===== src/wdr_pkg.sv =====
// What this block does
// count on separate oscillator, not system clock
// refresh instruction clears the watchdog counter
// counter cleared while disabled and on reset
// expiry without refresh resets the whole chip
// prescale code doubles time-out from sixteen K
// fuse unprogrammed: level one, disabled after reset
// level one: enable bit set freely
// software follows timed sequence within four cycles
// fuse programmed: always enabled, reads one
// level two: timed sequence changes prescale only
// change enable self-clears four cycles later
// enable cleared only while change enable set
// prescale written only while change enable set
// control register layout, reset zero, reserved zero
// debug port reset sets flag, cleared by zero
// watchdog reset sets flag, cleared by zero
// brownout reset sets flag, cleared by zero
// pin reset sets flag, cleared by zero
// power-on flag set at power-on, software clears
// software reads then clears cause flags early
// expiry gives one cycle internal reset pulse
// window counted in system clocks, rewrite restarts
package wdr_pkg;

	// register byte addresses on the bus
	localparam logic [7:0] WDR_CTRL_ADDR = 8'h60;
	localparam logic [7:0] WDR_STAT_ADDR = 8'h64;

	// control register field positions
	localparam int WDR_CTRL_CE_BIT = 4;
	localparam int WDR_CTRL_EN_BIT = 3;
	localparam int WDR_CTRL_PS_LSB = 0;
	localparam int WDR_PS_W = 3;
	localparam logic [7:0] WDR_CTRL_RESET = 8'h00;

	// reset cause field positions
	localparam int WDR_STAT_DBG_BIT = 4;
	localparam int WDR_STAT_WDT_BIT = 3;
	localparam int WDR_STAT_BOR_BIT = 2;
	localparam int WDR_STAT_PIN_BIT = 1;
	localparam int WDR_STAT_POR_BIT = 0;
	localparam logic [4:0] WDR_STAT_RESET = 5'h01;

	// timed sequence window in system clock cycles
	localparam logic [2:0] WDR_WIN_CYCLES = 3'h4;

	// oscillator cycles at prescale code zero
	localparam int WDR_BASE_OSC_CYCLES = 16384;

	// index of each synchronised outside level
	localparam int WDR_IN_OSC = 0;
	localparam int WDR_IN_PIN = 1;
	localparam int WDR_IN_BOR = 2;
	localparam int WDR_IN_DBG = 3;
	localparam int WDR_N_IN = 4;

	typedef struct packed {
		logic ce;
		logic en;
		logic [WDR_PS_W-1:0] ps;
	} wdr_ctrl_t;

	typedef struct packed {
		logic dbg;
		logic wdt;
		logic bor;
		logic pin;
		logic por;
	} wdr_cause_t;

	typedef enum logic [0:0] {
		WDR_BUS_IDLE = 1'b0,
		WDR_BUS_ACK = 1'b1
	} wdr_bus_st_t;

endpackage


===== src/wdr_counter.sv =====
`timescale 1ns/100ps
// watchdog counter advanced by oscillator ticks
module wdr_counter
#(
	parameter int BASE_CYCLES = 16384,
	parameter int PS_W = 3,
	parameter int CNT_W = 24
)
(
	input wire logic sys_clk,
	input wire logic resetn,
	input wire logic osc_tick,
	input wire logic clear,
	input wire logic [PS_W-1:0] prescale,
	output logic expire_q
);

	logic [CNT_W-1:0] count_q;
	logic [CNT_W-1:0] limit;

	// time-out doubles per prescale step
	assign limit = CNT_W'(BASE_CYCLES) << prescale;

	// counts oscillator ticks only; clear has priority
	always_ff @(posedge sys_clk or negedge resetn)
	begin
		if (!resetn)
			count_q <= '0;
		else if (clear || expire_q)
			count_q <= '0;
		else if (osc_tick)
			count_q <= count_q + CNT_W'(1);
	end

	// expiry on the last tick of the period
	always_ff @(posedge sys_clk or negedge resetn)
	begin
		if (!resetn)
			expire_q <= 1'b0;
		else
			expire_q <= !clear && !expire_q && osc_tick &&
				(count_q == limit - CNT_W'(1));
	end

endmodule


===== src/wdr_top.sv =====
// Implementation choice: register access over Avalon-MM.
`timescale 1ns/100ps
// watchdog with reset cause flags, avalon-mm slave
module wdr_top
import wdr_pkg::*;
#(
	parameter int BASE_OSC_CYCLES = wdr_pkg::WDR_BASE_OSC_CYCLES,
	parameter int CNT_W = 24
)
(
	input wire logic sys_clk,
	input wire logic resetn,
	input wire logic [7:0] avs_address,
	input wire logic avs_read,
	input wire logic avs_write,
	input wire logic [31:0] avs_writedata,
	input wire logic [3:0] avs_byteenable,
	output logic [31:0] avs_readdata,
	output logic avs_waitrequest,
	input wire logic wdt_osc,
	input wire logic always_on_fuse,
	input wire logic refresh_req,
	input wire logic pin_reset_in,
	input wire logic brownout_reset_in,
	input wire logic debug_reset_in,
	output logic wdt_reset_pulse,
	output logic wdt_running
);
	import wdr_pkg::*;

	logic [WDR_N_IN-1:0] sync1_q;
	logic [WDR_N_IN-1:0] sync2_q;
	logic [WDR_N_IN-1:0] last_q;
	logic osc_tick;
	logic src_rise_pin;
	logic src_rise_bor;
	logic src_rise_dbg;
	logic chip_reset;
	wdr_bus_st_t bus_q;
	logic wait_q;
	logic [31:0] rdata_q;
	logic commit_wr;
	logic take_req;
	logic [7:0] wbyte;
	logic wr_ctrl;
	logic wr_stat;
	wdr_ctrl_t wctl;
	logic level2_q;
	logic en_q;
	logic [WDR_PS_W-1:0] ps_q;
	logic ce_q;
	logic [2:0] win_q;
	logic open_seq;
	logic en_eff;
	wdr_cause_t cause_q;
	logic expire;
	logic pulse_q;
	logic run_q;
	logic [7:0] ctrl_rd;
	logic [7:0] stat_rd;

	// two-stage synchronisers for the oscillator and the three reset source levels
	genvar gi;
	generate
		for (gi = 0; gi < WDR_N_IN; gi++)
		begin : g_sync
			always_ff @(posedge sys_clk or negedge resetn)
			begin
				if (!resetn)
				begin
					sync1_q[gi] <= 1'b0;
					sync2_q[gi] <= 1'b0;
					last_q[gi] <= 1'b0;
				end
				else
				begin
					sync1_q[gi] <= (gi == WDR_IN_OSC) ? wdt_osc :
						(gi == WDR_IN_PIN) ? pin_reset_in :
						(gi == WDR_IN_BOR) ? brownout_reset_in :
						debug_reset_in;
					sync2_q[gi] <= sync1_q[gi];
					last_q[gi] <= sync2_q[gi];
				end
			end
		end
	endgenerate

	// rising edge of the slow oscillator is one tick
	assign osc_tick = sync2_q[WDR_IN_OSC] && !last_q[WDR_IN_OSC];
	assign src_rise_pin = sync2_q[WDR_IN_PIN] && !last_q[WDR_IN_PIN];
	assign src_rise_bor = sync2_q[WDR_IN_BOR] && !last_q[WDR_IN_BOR];
	assign src_rise_dbg = sync2_q[WDR_IN_DBG] && !last_q[WDR_IN_DBG];

	// any chip reset other than power-on, held while a source is active
	assign chip_reset = pulse_q || sync2_q[WDR_IN_PIN] ||
		sync2_q[WDR_IN_BOR] || sync2_q[WDR_IN_DBG];

	// fuse is static; sampled after release so reset stays constant
	always_ff @(posedge sys_clk or negedge resetn)
	begin
		if (!resetn)
			level2_q <= 1'b0;
		else
			level2_q <= always_on_fuse;
	end

	// bus handshake: take request, answer one cycle later
	assign take_req = (avs_read || avs_write) && bus_q == WDR_BUS_IDLE;
	assign commit_wr = avs_write && bus_q == WDR_BUS_ACK;

	always_ff @(posedge sys_clk or negedge resetn)
	begin
		if (!resetn)
			bus_q <= WDR_BUS_IDLE;
		else
		begin
			case (bus_q)
				WDR_BUS_IDLE:
					if (avs_read || avs_write)
						bus_q <= WDR_BUS_ACK;
				WDR_BUS_ACK:
					bus_q <= WDR_BUS_IDLE;
				default:
					bus_q <= WDR_BUS_IDLE;
			endcase
		end
	end

	// waitrequest stays high except in the answering cycle
	always_ff @(posedge sys_clk or negedge resetn)
	begin
		if (!resetn)
			wait_q <= 1'b1;
		else
			wait_q <= !take_req;
	end

	// only lane zero carries data; other lanes ignored
	assign wbyte = avs_writedata[7:0];
	assign wctl = wdr_ctrl_t'(wbyte[WDR_CTRL_CE_BIT:WDR_CTRL_PS_LSB]);

	// address decode; unmapped writes dropped
	always_comb
	begin
		wr_ctrl = 1'b0;
		wr_stat = 1'b0;
		if (commit_wr && avs_byteenable[0] && avs_address == WDR_CTRL_ADDR)
			wr_ctrl = 1'b1;
		else if (commit_wr && avs_byteenable[0] &&
			avs_address == WDR_STAT_ADDR)
			wr_stat = 1'b1;
	end

	// a write of ones to change enable and enable opens window
	assign open_seq = wr_ctrl && wctl.ce && wctl.en;

	// window counted in system clocks, restarted by a new opener
	always_ff @(posedge sys_clk or negedge resetn)
	begin
		if (!resetn)
			win_q <= '0;
		else if (chip_reset)
			win_q <= '0;
		else if (open_seq)
			win_q <= WDR_WIN_CYCLES;
		else if (wr_ctrl && ce_q)
			win_q <= '0;
		else if (win_q != '0)
			win_q <= win_q - 3'h1;
	end

	// change enable drops four cycles after being set
	always_ff @(posedge sys_clk or negedge resetn)
	begin
		if (!resetn)
			ce_q <= WDR_CTRL_RESET[WDR_CTRL_CE_BIT];
		else if (chip_reset)
			ce_q <= WDR_CTRL_RESET[WDR_CTRL_CE_BIT];
		else if (open_seq)
			ce_q <= 1'b1;
		else if (wr_ctrl && ce_q)
			ce_q <= 1'b0;
		else if (win_q == 3'h1)
			ce_q <= 1'b0;
	end

	// enable bit, level one behaviour; level two forces it on
	always_ff @(posedge sys_clk or negedge resetn)
	begin
		if (!resetn)
			en_q <= WDR_CTRL_RESET[WDR_CTRL_EN_BIT];
		else if (chip_reset)
			// disabled again after any chip reset
			en_q <= WDR_CTRL_RESET[WDR_CTRL_EN_BIT];
		else if (wr_ctrl && wctl.en)
			// setting enable needs no sequence
			en_q <= 1'b1;
		else if (wr_ctrl && ce_q)
			// clearing only inside the window
			en_q <= 1'b0;
	end

	// prescale taken only inside the window
	always_ff @(posedge sys_clk or negedge resetn)
	begin
		if (!resetn)
			ps_q <= WDR_CTRL_RESET[WDR_PS_W-1:0];
		else if (chip_reset)
			ps_q <= WDR_CTRL_RESET[WDR_PS_W-1:0];
		else if (wr_ctrl && ce_q && !wctl.ce)
			// same update at level two, enable value ignored
			ps_q <= wctl.ps;
	end

	// level two keeps the watchdog enabled whatever is written
	assign en_eff = en_q || level2_q;

	// counter cleared on refresh, while disabled, on chip reset
	wdr_counter #(
		.BASE_CYCLES(BASE_OSC_CYCLES),
		.PS_W(WDR_PS_W),
		.CNT_W(CNT_W)
	) u_counter (
		.sys_clk(sys_clk),
		.resetn(resetn),
		.osc_tick(osc_tick),
		.clear(refresh_req || !en_eff || chip_reset),
		.prescale(ps_q),
		.expire_q(expire)
	);

	// expiry gives a single-cycle chip reset pulse
	always_ff @(posedge sys_clk or negedge resetn)
	begin
		if (!resetn)
			pulse_q <= 1'b0;
		else
			pulse_q <= expire && !pulse_q;
	end

	// enable state shown on a pin for the rest of the chip
	always_ff @(posedge sys_clk or negedge resetn)
	begin
		if (!resetn)
			run_q <= 1'b0;
		else
			run_q <= en_eff;
	end

	// cause flags: a set in the same cycle as a clear wins
	always_ff @(posedge sys_clk or negedge resetn)
	begin
		if (!resetn)
			// power-on sets its own flag, others cleared
			cause_q <= wdr_cause_t'(WDR_STAT_RESET);
		else
		begin
			// debug port reset
			if (src_rise_dbg)
				cause_q.dbg <= 1'b1;
			else if (wr_stat && !wbyte[WDR_STAT_DBG_BIT])
				cause_q.dbg <= 1'b0;
			// watchdog reset
			if (pulse_q)
				cause_q.wdt <= 1'b1;
			else if (wr_stat && !wbyte[WDR_STAT_WDT_BIT])
				cause_q.wdt <= 1'b0;
			// brownout reset
			if (src_rise_bor)
				cause_q.bor <= 1'b1;
			else if (wr_stat && !wbyte[WDR_STAT_BOR_BIT])
				cause_q.bor <= 1'b0;
			// pin reset
			if (src_rise_pin)
				cause_q.pin <= 1'b1;
			else if (wr_stat && !wbyte[WDR_STAT_PIN_BIT])
				cause_q.pin <= 1'b0;
			// only a written zero clears it
			if (wr_stat && !wbyte[WDR_STAT_POR_BIT])
				cause_q.por <= 1'b0;
		end
	end

	// readback image, reserved bits zero
	assign ctrl_rd = {3'h0, ce_q, en_eff, ps_q};
	assign stat_rd = {3'h0, cause_q};

	// read data latched at take, stands in the answering cycle
	always_ff @(posedge sys_clk or negedge resetn)
	begin
		if (!resetn)
			rdata_q <= '0;
		else if (take_req && avs_read && avs_address == WDR_CTRL_ADDR)
			rdata_q <= {24'h0, ctrl_rd};
		else if (take_req && avs_read && avs_address == WDR_STAT_ADDR)
			rdata_q <= {24'h0, stat_rd};
		else if (take_req)
			rdata_q <= '0;
	end

	assign avs_readdata = rdata_q;
	assign avs_waitrequest = wait_q;
	assign wdt_reset_pulse = pulse_q;
	assign wdt_running = run_q;

endmodule


===== config.mk =====
export PLATFORM = sky130hd
export DESIGN_NAME = wdr_top
export DESIGN_NICKNAME = d
export VERILOG_FILES = /design/src/wdr_pkg.sv /design/src/wdr_counter.sv /design/src/wdr_top.sv
export SDC_FILE = /design/constraint.sdc
export NUM_CORES = 1
export LEC_CHECK = 0
export ABC_AREA = 1
export BUFFER_PORTS_ARGS = -buffer_cell sky130_fd_sc_hd__buf_2
export CORE_ASPECT_RATIO = 1.5
export CORE_MARGIN = 2
export CORE_UTILIZATION = 40
export DETAILED_ROUTE_END_ITERATION = 6
export GPL_TIMING_DRIVEN = 0
export SLEW_MARGIN = 20
export SYNTH_ARGS = -nofsm -noshare
export SYNTH_HDL_FRONTEND = slang
export SYNTH_HIERARCHICAL = 1
export SYNTH_SLANG_ARGS = --single-unit
export TNS_END_PERCENT = 50

===== constraint.sdc =====
create_clock -name sys_clk -period 1.85 [get_ports sys_clk]
set_input_delay 0.555 -clock sys_clk [delete_from_list [all_inputs] [get_ports sys_clk]]
set_output_delay 0.555 -clock sys_clk [all_outputs]
set_load 0.01 [all_outputs]

==> reports/qor.txt <==
FP Rows: 41
status: complete, no violations
Clk Latency, worst-skew pair: 0.33 ns
Detail Route Antenna Nets: 0
Layout fillers: 849
vias: 2797
initial core utilization: 0.404
vias in the first global route: 2617
Residual DRC: 0
maximum clock rate: 597 MHz
Synth cell types: 34
Register-to-Register Path Depth: 10
Syn Area/Cell: 8.00 um2
relative slew slack: 0.502
Reg clk slew, reported paths: 0.05 ns
CTS H-tree depth: 3
Worst Clk Skew: 0.00697 ns
critical path class: flip-flop to flip-flop
worst slack, placed: -0.240 ns
area of the multi-input gates: 1520 um2
first-pass GRT wire length: 11400 um
IO Port Bufs: 31
max-cap violations: 0
Final Power: 3080 uW
HP Class: input port to async pin
RR Endpoint: u_counter/expire_q
worst reg-to-reg setup slack: 0.17 ns
area added between synthesis and finish: 20.9%
CTS tree: yes
DR vias/cell: 4.65
Slew @ Worst Pin: 0.748 ns
Final #Nets: 548
Seq/Total Area, Yosys: 0.448
WP data required: 2.11 ns
Root Driver: clkbuf_16
fin. max-slew vios: 0
Longest Clk Path Bufs: 2
post-synth design cell area: 3360 um2
Final Hold Fails: 0
Avg WL per Cell: 11.6 um
PwrDens: 758 nW/um2
final worst-path cycle share: 0.906
HPWL after detailed placement: 5280 um
Critical Path End Type: flip-flop
crit-path max FO: 9
Clock Sinks: 60
leakage: 0.00196 uW
worst r2r src: ps_q[2]
largest net degree at the start of global routing: 61
Critical Path Start Type: flip-flop
Pre-antenna DRT Iters: 4
core area: 8310 um2
initial antenna violation count: 0
FF+latch area: 1510 um2
CP Data Arrival Time: 1.93 ns
FFs w/ async S/R, synth: 1.00
setup TNS: 0 ns
die width: 78.8 um
Global Route Usage Sum: 0.161
cts hold-fix bufs: 0
ys flop type: dfrtp_1
flops & latches, synth: 60
cts bufs inserted: 9
Post-synth EDFFs: 0
Die Area: 9170 um2
layout cells sized above 1: 0.241
Die Ht: 116 um
YS warnings: 6
ant diodes: 0
grt ovf: 0
minimum clock period: 1.68 ns
final WL: 6990 um
DRT iter0 DRCs: 97
worst vdd rail ir drop: 0.000628 V
Final GP Congestion: 0.843
post-synthesis cell count: 420
final core utilization: 0.489
fin worst setup slack: 0.174 ns
IO Count: 89
count of final setup violators: 0
[final cells by class]
| type | count | area share |
|---|---|---|
| plain buffers | 32 | 0.0610 |
| clock buffers | 9 | 0.0554 |
| clock inverters | 7 | 0.0145 |
| inverters | 54 | 0.0505 |
| multi-input cells | 300 | 0.375 |
| flip-flops and latches | 60 | 0.370 |
| well taps | 107 | 0.0329 |
| repair buffers | 32 | 0.0406 |
[worst max-delay path by stage]
stage | startpoint | end | slack [ns] | depth (start not counted)
2_1_floorplan | wdt_reset_pulse | u_counter/count_q[0] | 0.27 | 10
3_3_place_gp | sync2_q[2] | u_counter/count_q[0] | -0.18 | 10
3_5_place_dp | sync2_q[2] | u_counter/count_q[0] | -0.24 | 10
4_1_cts | sync2_q[2] | u_counter/count_q[9] | 0.003 | 12
5_1_grt | sync2_q[2] | u_counter/count_q[9] | -0.001 | 12
6_report | ps_q[2] | u_counter/expire_q | 0.17 | 10
[routing by layer]
metal	track usage	vias to the layer above	share of wire
met5	0	-	0
met4	0.0920	0	0.030
met3	0.0340	16	0.042
met2	0.293	65	0.52
met1	0.171	1280	0.41
li1	-	1436	-
[sequential cells by signal, indices dropped and copies added (netlist names), 3 cells and up]
name / cells
u_counter/count_q: 24
avs_readdata: 5
cause_q: 5
last_q: 4
sync1_q: 4
sync2_q: 4
ps_q: 3
win_q: 3
[cell families after synthesis]
logic type	Yosys count	share of synthesized area
AOI/OAI and AO/OA	43	0.0719
other	1	0.00112
buffers and inverters	86	0.133
xor gates and xnor gates	2	0.00521
DFF	60	0.448
adders and majority gates	5	0.0186
and+or+nand+nor	223	0.323
[cells in the mapped netlist (2+ instances only)]
cell type / n / area share
inv_2: 4 / 0.0045
and3_1: 2 / 0.0037
o21ai_1: 5 / 0.0074
o21ai_2: 2 / 0.0052
inv_1: 50 / 0.056
nor2_1: 47 / 0.052
nand4_1: 16 / 0.030
nand2_2: 6 / 0.011
dfstp_2: 2 / 0.016
buf_4: 30 / 0.067
nor2_2: 4 / 0.0074
xor2_1: 2 / 0.0052
nand2_1: 85 / 0.095
ha_1: 5 / 0.019
a21oi_1: 20 / 0.030
nor2_4: 5 / 0.017
o21ai_0: 13 / 0.019
dfrtp_1: 58 / 0.43
nand3_1: 43 / 0.064
nor3_1: 6 / 0.0089
nand3b_1: 2 / 0.0045
[worst max-delay path: stages, from the launching register on]
cell and delay (ns):
dfrtp_2 0.47, nor2_2 0.17, nand2_1 0.10, ha_1 0.26, inv_1 0.08, nand2_1 0.07, nand3_1 0.08, nand2_1 0.05
nor2_1 0.10, nand3_1 0.10, nor2_1 0.11
[report_power, final]
part | leakage, uW | switching, uW | internal, uW
clock | 0.000133 | 629 | 920
combinational | 0.00105 | 110 | 76.7
sequential | 0.000774 | 7.84 | 1340
[repair_timing]
item	in CTS	in global routing
resized for setup	4	7
setup endpoints to repair	14	22
setup buffers	0	1
[layout by cell type, fill, tap and decap left out, drive strengths merged, types with 3 or more instances in the layout]
master / n
a21oi: 20
inv: 56
dfrtp: 58
nand2: 92
conb: 27
o21ai: 20
ha: 5
clkinv: 3
nand3: 44
nor2: 57
buf: 63
nor3: 6
clkbuf: 10
nand4: 18
[metrics by stage]
stage,cell area (um2),hold WS [ns],instances
floorplan,3460,0.259,446
global placement,3750,0.334,584
detailed placement,3750,0.336,584
CTS,4040,0.327,600
global route,4060,0.329,601
finish,4060,0.280,601
Note: power is estimated with default switching activity, not from simulation.
